[config.mk]
export PLATFORM = sky130hd
export DESIGN_NAME = dtw_top
export DESIGN_NICKNAME = d
export VERILOG_FILES = /design/src/core/dtw_pkg.sv /design/src/core/dtw_safe_mem.sv /design/src/core/dtw_top.sv
export SDC_FILE = /design/constraint.sdc
export NUM_CORES = 1
export LEC_CHECK = 0
export BUFFER_PORTS_ARGS = -buffer_cell sky130_fd_sc_hd__buf_2
export CAP_MARGIN = 25
export CORE_MARGIN = 1.5
export CORE_UTILIZATION = 35
export CTS_CLUSTER_DIAMETER = 40
export DETAILED_ROUTE_END_ITERATION = 8
export HOLD_SLACK_MARGIN = 0.06
export PLACE_DENSITY = 0.65
export SKIP_LAST_GASP = 1
export SYNTH_ARGS = -nofsm -noshare
export SYNTH_HDL_FRONTEND = slang
export SYNTH_SLANG_ARGS = --single-unit
[constraint.sdc]
create_clock -name clock -period 3.25 [get_ports clock]
set_input_delay 0 -clock clock [delete_from_list [all_inputs] [get_ports clock]]
set_output_delay 0 -clock clock [all_outputs]
set_load 0.005 [all_outputs]
[src/core/dtw_pkg.sv]
package dtw_pkg;
	// ==========================================================
	// clock and time bases
	localparam int CLK_PERIOD_NS = 4;
	localparam int TB_60_NS = 60;
	localparam int TB_100_NS = 100;
	localparam int TB_1US_NS = 1000;
	localparam int TB_1MS_NS = 1000000;
	localparam int TB_60_CYC = TB_60_NS / CLK_PERIOD_NS;
	localparam int TB_100_CYC = TB_100_NS / CLK_PERIOD_NS;
	localparam int TB_1US_CYC = TB_1US_NS / CLK_PERIOD_NS;
	localparam int TB_1MS_CYC = TB_1MS_NS / CLK_PERIOD_NS;
	localparam int DIV_W = 18;

	// ==========================================================
	// register byte offsets
	localparam logic [7:0] OFS_T0_CTRL = 8'h00;
	localparam logic [7:0] OFS_T0_STAT = 8'h04;
	localparam logic [7:0] OFS_T1_CTRL = 8'h08;
	localparam logic [7:0] OFS_T1_STAT = 8'h0c;
	localparam logic [7:0] OFS_G_CTRL = 8'h10;
	localparam logic [7:0] OFS_G_STAT = 8'h14;
	localparam logic [7:0] OFS_GLOBAL_CONTROL = 8'h18;
	localparam logic [7:0] OFS_IRQ_STAT = 8'h1c;
	localparam logic [1:0] SAFE_PAGE = 2'h1;

	// ==========================================================
	// field positions
	localparam int BIT_EXPIRED = 29;
	localparam int BIT_EN = 28;
	localparam int BIT_RUN = 28;
	localparam int BIT_MODE = 25;
	localparam int BIT_SAFE_EN = 25;
	localparam int BIT_IE = 24;
	localparam int BIT_G_EXPIRED = 20;
	localparam int TB_LSB = 16;
	localparam int TB_MSB = 17;
	localparam int CNT_W = 16;
	localparam int BIT_GIS_GUARD = 8;
	localparam int BIT_GIS_T0 = 9;
	localparam int BIT_GIS_T1 = 10;
	localparam int BIT_ACK_STYLE = 0;
	localparam logic [31:0] CTRL_MASK = 32'h1303ffff;
	localparam logic [31:0] G_CTRL_MASK = 32'h1303ffff;

	// ==========================================================
	// reset values
	localparam logic [31:0] CTRL_RST = 32'h00000000;
	localparam logic [31:0] GLOBAL_CONTROL_RST = 32'h00000000;
	localparam logic [7:0] SAFE_RST = 8'h00;
	localparam int SAFE_PORTS = 16;
	localparam int SAFE_BITS = 8;

	typedef enum logic {
		DTW_ACK_ON_READ,
		DTW_ACK_ON_WRITE
	} dtw_ack_t;
endpackage

[src/core/dtw_safe_mem.sv]
`timescale 1ns/1ps
module dtw_safe_mem import dtw_pkg::*; #(
	parameter int DEPTH = SAFE_PORTS,
	parameter int WIDTH = SAFE_BITS
)(
	input wire logic clock,
	input wire logic srst,
	input wire logic wr_en,
	input wire logic [$clog2(DEPTH)-1:0] wr_idx,
	input wire logic [WIDTH-1:0] wr_data,
	input wire logic rd_en,
	input wire logic [$clog2(DEPTH)-1:0] rd_idx,
	output logic [WIDTH-1:0] rd_data,
	output logic [DEPTH*WIDTH-1:0] all_data
);
	if (DEPTH < 2 || WIDTH != SAFE_BITS) begin : g_chk
		$error("dtw_safe_mem: unsupported geometry");
	end

	logic [WIDTH-1:0] mem_r [DEPTH];
	logic [WIDTH-1:0] mem_nxt [DEPTH];
	logic [WIDTH-1:0] rd_nxt;

	always_comb begin
		for (int i = 0; i < DEPTH; i++) begin
			mem_nxt[i] = mem_r[i];
		end
		if (wr_en) begin
			mem_nxt[wr_idx] = wr_data;
		end
		// read data is zero outside the read cycle so it stands one cycle only
		rd_nxt = rd_en ? mem_r[rd_idx] : '0;
	end

	always_ff @(posedge clock) begin
		if (srst) begin
			for (int i = 0; i < DEPTH; i++) begin
				mem_r[i] <= SAFE_RST;
			end
			rd_data <= '0;
		end else begin
			mem_r <= mem_nxt;
			rd_data <= rd_nxt;
		end
	end

	for (genvar i = 0; i < DEPTH; i++) begin : g_flat
		assign all_data[i*WIDTH +: WIDTH] = mem_r[i];
	end
endmodule

[src/core/dtw_top.sv]
`timescale 1ns/1ps
// How it works
// each timer counts only while its control enable bit 28 is set
// bit 25 picks single-cycle or continuous; status bit 25 echoes it
// timer expiry raises an interrupt only when bit 24 is set
// bits 17:16 pick 100 ns, 1 us or 1 ms count ticks
// reserved time-base code makes a timer tick every 60 ns
// bits 15:0 hold the start value, counted in selected ticks
// software restarts a single-cycle timer by clearing then setting enable
// status bit 29 flags expiry; cleared per the acknowledge style
// status bit 28 shows whether the timer is running
// status echoes interrupt enable at 24 and time base at 17:16
// status bits 15:0 give the remaining count when read
// with ack on read, software reads status only inside its handler
// guard runs only while its control bit 28 is set
// on guard expiry with bit 25 set, outputs take the safe values
// guard expiry raises an interrupt only when bit 24 is set
// guard time base 00/01/10 gives 100 ns/1 us/1 ms, 11 gives 60 ns
// guard control bits 15:0 give its start count in ticks
// any access to the guard status register reloads the guard count
// sixteen 8-bit safe data registers reset to zero
// global irq status shows timer 0, timer 1, guard at bits 9, 10, 8
// running timer decrements per tick, expires at zero, reloads or stops
// reserved bits read zero and all fields reset to zero
module dtw_top import dtw_pkg::*; #(
	parameter int MS_CYCLES = TB_1MS_CYC
)(
	input wire logic clock,
	input wire logic srst,
	input wire logic [7:0] addr,
	input wire logic [31:0] wdata,
	input wire logic wr,
	input wire logic rd,
	output logic [31:0] rdata,
	input wire logic [127:0] port_data,
	output logic [127:0] port_drive,
	output logic [1:0] timer_irq,
	output logic guard_irq,
	output logic guard_expired
);
	if (MS_CYCLES < 2 || MS_CYCLES >= (1 << DIV_W)) begin : g_chk
		$error("dtw_top: MS_CYCLES out of range");
	end

	// ==========================================================
	// tick dividers, free running; tick[0..3] = 60ns, 100ns, 1us, 1ms
	localparam int PER [4] = '{TB_60_CYC, TB_100_CYC, TB_1US_CYC, MS_CYCLES};
	logic [3:0] tick;

	for (genvar d = 0; d < 4; d++) begin : g_div
		logic [DIV_W-1:0] div_r;
		logic [DIV_W-1:0] div_nxt;
		always_comb begin
			if (div_r == DIV_W'(PER[d] - 1)) begin
				div_nxt = '0;
			end else begin
				div_nxt = div_r + 1'b1;
			end
		end
		always_ff @(posedge clock) begin
			if (srst) begin
				div_r <= '0;
			end else begin
				div_r <= div_nxt;
			end
		end
		assign tick[d] = (div_r == DIV_W'(PER[d] - 1));
	end

	// free-running bases mean the first tick after a start is early by up to one
	// period; the trade keeps four dividers instead of one per counter
	function automatic logic tick_of(input logic [1:0] sel, input logic [3:0] t);
		unique case (sel)
			2'b00: tick_of = t[1];
			2'b01: tick_of = t[2];
			2'b10: tick_of = t[3];
			2'b11: tick_of = t[0];
		endcase
	endfunction

	// ==========================================================
	// global control and decode
	logic [31:0] gctl_r;
	logic [31:0] gctl_nxt;
	logic ack_write;
	logic g_stat_hit;
	logic g_stat_rd;

	assign ack_write = (gctl_r[BIT_ACK_STYLE] == DTW_ACK_ON_WRITE);
	assign g_stat_hit = (addr == OFS_G_STAT);
	assign g_stat_rd = rd && g_stat_hit;

	always_comb begin
		gctl_nxt = gctl_r;
		if (wr && addr == OFS_GLOBAL_CONTROL) begin
			gctl_nxt = {31'h0, wdata[BIT_ACK_STYLE]};
		end
	end

	// ==========================================================
	// two timers
	localparam logic [7:0] TC_OFS [2] = '{OFS_T0_CTRL, OFS_T1_CTRL};
	localparam logic [7:0] TS_OFS [2] = '{OFS_T0_STAT, OFS_T1_STAT};
	logic [31:0] tctl_r [2];
	logic [31:0] tctl_nxt [2];
	logic [CNT_W-1:0] tcnt_r [2];
	logic [CNT_W-1:0] tcnt_nxt [2];
	logic [1:0] trun_r;
	logic [1:0] trun_nxt;
	logic [1:0] ten_d_r;
	logic [1:0] texp_r;
	logic [1:0] texp_nxt;

	always_comb begin
		for (int i = 0; i < 2; i++) begin
			logic set;
			logic clr;
			set = 1'b0;
			clr = 1'b0;
			tctl_nxt[i] = tctl_r[i];
			if (wr && addr == TC_OFS[i]) begin
				tctl_nxt[i] = wdata & CTRL_MASK;
			end
			trun_nxt[i] = trun_r[i];
			tcnt_nxt[i] = tcnt_r[i];
			if (!tctl_r[i][BIT_EN]) begin
				trun_nxt[i] = 1'b0;
			end else if (!ten_d_r[i]) begin
				// rising enable is the only start, hence disable-then-enable
				trun_nxt[i] = 1'b1;
				tcnt_nxt[i] = tctl_r[i][CNT_W-1:0];
			end else if (trun_r[i] && tick_of(tctl_r[i][TB_MSB:TB_LSB], tick)) begin
				if (tcnt_r[i] <= 16'h0001) begin
					set = 1'b1;
					if (tctl_r[i][BIT_MODE]) begin
						tcnt_nxt[i] = tctl_r[i][CNT_W-1:0];
					end else begin
						trun_nxt[i] = 1'b0;
						tcnt_nxt[i] = '0;
					end
				end else begin
					tcnt_nxt[i] = tcnt_r[i] - 1'b1;
				end
			end
			if (ack_write) begin
				clr = wr && addr == TS_OFS[i] && wdata[BIT_EXPIRED];
			end else begin
				clr = rd && addr == TS_OFS[i];
			end
			// a new expiry in the clearing cycle survives
			texp_nxt[i] = set | (texp_r[i] & ~clr);
		end
	end

	function automatic logic [31:0] tstat(input logic [31:0] c, input logic e,
			input logic r, input logic [CNT_W-1:0] n);
		tstat = 32'h0;
		tstat[BIT_EXPIRED] = e;
		tstat[BIT_RUN] = r;
		tstat[BIT_MODE] = c[BIT_MODE];
		tstat[BIT_IE] = c[BIT_IE];
		tstat[TB_MSB:TB_LSB] = c[TB_MSB:TB_LSB];
		tstat[CNT_W-1:0] = n;
	endfunction

	// ==========================================================
	// guard timer
	logic [31:0] wctl_r;
	logic [31:0] wctl_nxt;
	logic [CNT_W-1:0] wcnt_r;
	logic [CNT_W-1:0] wcnt_nxt;
	logic wen_d_r;
	logic wexp_r;
	logic wexp_nxt;
	logic wirq_r;
	logic wirq_nxt;

	always_comb begin
		logic set;
		logic clr;
		logic guard_enable;
		set = 1'b0;
		clr = 1'b0;
		guard_enable = wctl_r[BIT_EN];
		wctl_nxt = wctl_r;
		if (wr && addr == OFS_G_CTRL) begin
			wctl_nxt = wdata & G_CTRL_MASK;
		end
		wcnt_nxt = wcnt_r;
		wexp_nxt = wexp_r;
		if (!guard_enable) begin
			wexp_nxt = 1'b0;
		end else if (!wen_d_r || ((rd || wr) && g_stat_hit)) begin
			wcnt_nxt = wctl_r[CNT_W-1:0];
			wexp_nxt = 1'b0;
		end else if (!wexp_r && tick_of(wctl_r[TB_MSB:TB_LSB], tick)) begin
			if (wcnt_r <= 16'h0001) begin
				wcnt_nxt = '0;
				wexp_nxt = 1'b1;
				set = wctl_r[BIT_IE];
			end else begin
				wcnt_nxt = wcnt_r - 1'b1;
			end
		end
		if (ack_write) begin
			clr = wr && g_stat_hit && wdata[BIT_IE];
		end else begin
			clr = g_stat_rd;
		end
		wirq_nxt = set | (wirq_r & ~clr);
	end

	// ==========================================================
	// safe output data and output drive
	logic [127:0] safe_vec;
	logic [7:0] safe_rd;
	logic safe_wr;
	logic safe_rdy;
	logic safe_sel_r;
	logic [127:0] drive_nxt;

	assign safe_wr = wr && addr[7:6] == SAFE_PAGE;
	assign safe_rdy = rd && addr[7:6] == SAFE_PAGE;

	dtw_safe_mem #(
		.DEPTH(SAFE_PORTS),
		.WIDTH(SAFE_BITS)
	) u_safe (
		.clock(clock),
		.srst(srst),
		.wr_en(safe_wr),
		.wr_idx(addr[5:2]),
		.wr_data(wdata[7:0]),
		.rd_en(safe_rdy),
		.rd_idx(addr[5:2]),
		.rd_data(safe_rd),
		.all_data(safe_vec)
	);

	always_comb begin
		// with the enable clear the pass-through stays, expiry or not
		if (wexp_r && wctl_r[BIT_SAFE_EN]) begin
			drive_nxt = safe_vec;
		end else begin
			drive_nxt = port_data;
		end
	end

	// ==========================================================
	// register read
	logic [31:0] rdata_r;
	logic [31:0] rdata_nxt;
	logic [31:0] irq_stat;

	always_comb begin
		irq_stat = 32'h0;
		irq_stat[BIT_GIS_T0] = texp_r[0] & tctl_r[0][BIT_IE];
		irq_stat[BIT_GIS_T1] = texp_r[1] & tctl_r[1][BIT_IE];
		irq_stat[BIT_GIS_GUARD] = wirq_r;
		rdata_nxt = 32'h0;
		if (rd) begin
			unique case (addr)
				OFS_T0_CTRL: rdata_nxt = tctl_r[0];
				OFS_T1_CTRL: rdata_nxt = tctl_r[1];
				OFS_T0_STAT: rdata_nxt = tstat(tctl_r[0], texp_r[0], trun_r[0], tcnt_r[0]);
				OFS_T1_STAT: rdata_nxt = tstat(tctl_r[1], texp_r[1], trun_r[1], tcnt_r[1]);
				OFS_G_CTRL: rdata_nxt = wctl_r;
				OFS_G_STAT: begin
					rdata_nxt[BIT_EN] = wctl_r[BIT_EN];
					rdata_nxt[BIT_SAFE_EN] = wctl_r[BIT_SAFE_EN];
					rdata_nxt[BIT_IE] = wirq_r;
					rdata_nxt[BIT_G_EXPIRED] = wexp_r;
					rdata_nxt[TB_MSB:TB_LSB] = wctl_r[TB_MSB:TB_LSB];
					rdata_nxt[CNT_W-1:0] = wcnt_r;
				end
				OFS_GLOBAL_CONTROL: rdata_nxt = gctl_r;
				OFS_IRQ_STAT: rdata_nxt = irq_stat;
				default: rdata_nxt = 32'h0;
			endcase
		end
	end

	assign rdata = safe_sel_r ? {24'h0, safe_rd} : rdata_r;

	// ==========================================================
	// state registers
	always_ff @(posedge clock) begin
		if (srst) begin
			gctl_r <= GLOBAL_CONTROL_RST;
			tctl_r[0] <= CTRL_RST;
			tctl_r[1] <= CTRL_RST;
			tcnt_r[0] <= '0;
			tcnt_r[1] <= '0;
			trun_r <= '0;
			ten_d_r <= '0;
			texp_r <= '0;
			wctl_r <= CTRL_RST;
			wcnt_r <= '0;
			wen_d_r <= 1'b0;
			wexp_r <= 1'b0;
			wirq_r <= 1'b0;
			rdata_r <= '0;
			safe_sel_r <= 1'b0;
			port_drive <= '0;
		end else begin
			gctl_r <= gctl_nxt;
			tctl_r <= tctl_nxt;
			tcnt_r <= tcnt_nxt;
			trun_r <= trun_nxt;
			ten_d_r <= {tctl_r[1][BIT_EN], tctl_r[0][BIT_EN]};
			texp_r <= texp_nxt;
			wctl_r <= wctl_nxt;
			wcnt_r <= wcnt_nxt;
			wen_d_r <= wctl_r[BIT_EN];
			wexp_r <= wexp_nxt;
			wirq_r <= wirq_nxt;
			rdata_r <= rdata_nxt;
			safe_sel_r <= safe_rdy;
			port_drive <= drive_nxt;
		end
	end

	assign timer_irq = {texp_r[1] & tctl_r[1][BIT_IE], texp_r[0] & tctl_r[0][BIT_IE]};
	assign guard_irq = wirq_r;
	assign guard_expired = wexp_r;
endmodule

==> metrics.txt <==
period utilisation layout=0.941; Yosys reg bits=481; row cnt=a little under 90; CP dominant cell by count=dlygate4sd3_1; Hold Vio Cnt, Final=0; Iter 0 DRT Violations=approximately 1600; status=complete, no violations; Final Wtd Congestion=~0.91; part of the power in combinational logic=0.052; ys async rst share=0; Synth Area per Inst=8.65 sq um; Final Util=0.473; CP Cell Sequence=dlygate4sd3_1 -> buf_2 -> nor4_1 -> dlygate4sd3_1 -> nand2_1 -> nor3_2 -> buf_4 -> a21oi_1 -> a31oi_1; initial antenna violation count=2; clock sink count=481; commonest register cell after synthesis=dfxtp_1; postcts setup bufs=0; Yosys warning total=0; power per cell area=569 nW/um^2; clk buf depth=3; hold_sp=addr[1]; largest net degree at the start of global routing=160; ANT nets after route=0; via count of the first global-routing pass=around 19000; HP Class=in -> reg; gr usage total=0.227; RSZ-0062 raised after global routing=no; Worst setup startpoint=addr[7]; relative slew slack=0.315; Antenna Cells=0; min Tclk post-route=a little over 3 ns; CTS Buf Count=slightly above 80; CTS Root Cell=clkbuf_16; Crit. End Element=flop; TritonCTS clock tree=done; Unique masters post-synth=75; setup tns final=0 ns; Sw Share=0.246; max-cap violations=0; CORE AREA=roughly 59000 sq um; Switch Pwr=~4000 uW; die height=approximately 250 microns; share of the synthesized area in the top cell type=0.464; layout cells sized above 1=0.200; final WL=between 70000 and 80000 microns; clock group share of total power=0.566; Final #Nets=around 3000; GRT overflow=0; DIE AREA=just over 60000 sq um; via count=around 19000; Remaining DRCs=0; clk_lat worst skew=roughly 0.65 ns; WL/cell=approximately 19 microns; Synth area leaders=dfxtp_1 46%, nand2_1 8.7%, a21oi_1 6.4%; EDFF count, synth=0; worst path required time=about 3.7 ns; die width=approximately 250 microns; slowest cell on the critical path=dlygate4sd3_1; worst reg2reg path startpoint=g_div[2].div_r[15]; initial core utilization=0.353; cell taking the most area after synthesis=dfxtp_1; count of pins over their slew limit=0; H-tree depth=3; Top Ports=around 340; Leakage Power=roughly 0.011 uW; VDD IR max=0.000428 V; Critical Path AT=roughly 3.5 ns; Cell Int Power=~12000 uW; Slew @ Worst Pin=~1 ns; Synth-to-Final Area Change=34.0%; Mapped Cells=2400; Critical Path Source Type=input pin; Max Fclk=327 MHz; Fin Clk Skew=between 0.04 and 0.05 ns; Critical Setup Path Class=in -> reg; Reg power frac=0.382; Worst-path clk slew=approximately 0.060 ns; HPWL Detailed=between 40000 and 50000 microns; PortBufs=~320; CP Max Fanout=10; post-DR vias/cell=approximately 5.2; # setup viols final=0; synthesized area=about 21000 sq um; slowest stage delay, CP=between 0.6 and 0.7 ns; global-route wire length before repair=approximately 110000 microns; DRT Pass-1 Iters=6; sequential share of the synthesized area=0.464
==> Yosys cell counts (all sizes together) (7+ instances only) <==
cell	number
o31ai	12
nor4b	7
nor4	23
nand3	40
ha	13
a31oi	14
a22oi	38
nor2	274
nand4	13
nor3	35
mux2i	119
nor2b	35
and4	7
clkbuf	121
and3	20
mux2	11
a211oi	17
dfxtp	481
o21ai	59
or3	15
a221oi	10
xnor2	23
a21oi	266
inv	27
buf	47
nand2	483
and2	12
mux4	48
xor2	51
==> path summary, 6_finish.rpt <==
kind,endpoint,slack (ns),depth (start not counted)
max,rdata_r[10],0.19,9
min,wcnt_r[12],0.10,6
max reg2reg,wcnt_r[10],0.68,6
min reg2reg,g_div[2].div_r[0],0.46,1
==> state kept, by name (all words and copies together) (netlist names), 2 cells and up <==
register	count
port_drive	128
u_safe.all_data	128
g_div.div_r	72
tctl_r	42
tcnt_r	32
rdata_r	23
wctl_r	21
wcnt_r	16
u_safe.rd_data	8
ten_d_r	2
texp_r	2
trun_r	2
==> metal layers <==
metal  vias to the layer above  part of all wire  track usage
met5                         -            0.0010            0
met4                         6             0.037        0.101
met3                       146             0.086       0.0576
met2                       801              0.46        0.361
met1                      9276              0.42        0.288
li1                       9239                 -            -
==> layout by cell type, fill, tap and decap left out, types with 10 or more instances in the layout <==
| cell type | Yosys | layout |
|---|---|---|
| buf_2 | 20 | 314 |
| nand2_1 | 483 | 481 |
| clkinv_2 | 0 | 11 |
| a22oi_1 | 38 | 38 |
| xnor2_1 | 23 | 23 |
| mux2_2 | 11 | 11 |
| a221oi_1 | 10 | 10 |
| xor2_1 | 51 | 51 |
| mux2i_1 | 119 | 119 |
| clkbuf_16 | 0 | 83 |
| dlygate4sd3_1 | 0 | 182 |
| a211oi_1 | 17 | 17 |
| dfxtp_1 | 481 | 481 |
| a21oi_1 | 266 | 266 |
| nand3_1 | 40 | 40 |
| and3_1 | 20 | 20 |
| inv_6 | 0 | 14 |
| a31oi_1 | 14 | 14 |
| nor3_1 | 32 | 32 |
| nand4_1 | 13 | 13 |
| or3_1 | 15 | 15 |
| inv_1 | 27 | 27 |
| buf_4 | 12 | 44 |
| nor4_1 | 22 | 22 |
| o21ai_0 | 53 | 53 |
| nor2_1 | 271 | 271 |
| mux4_2 | 48 | 48 |
| ha_1 | 13 | 13 |
| nor2b_1 | 35 | 35 |
==> logic make-up (layout without fill, tap and decap cells) <==
kind of cell,count (synthesis),count (layout),share of synthesized area
mux,178,178,0.115
flops,481,481,0.464
other cells,1,9,0.000181
compound gates,470,470,0.135
xor+xnor,74,74,0.0312
buf+inv,195,725,0.0394
fa+ha+maj,13,13,0.00784
simple gates,988,988,0.207
==> repair_timing <==
item	in CTS	in global routing
hold endpoints to repair	355	0
resized for setup	0	1
hold buffers	182	0
endpoints found under the setup margin	0	6
==> stage by stage <==
| stage | worst slack [ns] | instance area (sq um) | cells | hold WS (ns) | power (uW) |
|---|---|---|---|---|---|
| 2_1_floorplan | 1.11 | 20800 | 2408 | 0.136 | 6490 |
| 3_3_place_gp | 0.678 | 23000 | 3375 | 0.246 | 6790 |
| 3_5_place_dp | 0.692 | 23000 | 3375 | 0.247 | 6800 |
| 4_1_cts | 0.375 | 27800 | 3710 | 0.0695 | 15900 |
| 5_1_grt | 0.143 | 27800 | 3711 | 0.133 | 16300 |
| 6_report | 0.191 | 27800 | 3711 | 0.102 | 15800 |
==> power groups by stage <==
stage	sequential, uW	clock [uW]	combinational (uW)
after floorplan	6180	0	315
after global routing	6060	9370	883
final	6050	8960	821
after CTS	6050	9090	798
after global placement	6170	0	622
after detailed placement	6170	0	624
==> layout make-up <==
| cell class | count | area (sq um) |
|---|---|---|
| Multi-Input combinational cell | 1732 | 10400 |
| Clock inverter | 52 | 689 |
| Clock buffer | 101 | 2230 |
| Timing Repair Buffer | 545 | 3830 |
| Inverter | 27 | 101 |
| Fill cell | 5544 | 31000 |
| Tap cell | 773 | 967 |
| Sequential cell | 481 | 9630 |
==> critical path: cells and delay by family <==
kind                   cells  cell delay (ns)
buffers and inverters      4             1.69
AND/OR/NAND/NOR            3             1.30
AO/OA/AOI/OAI              2             0.51
Note: power is estimated with default switching activity, not from simulation.
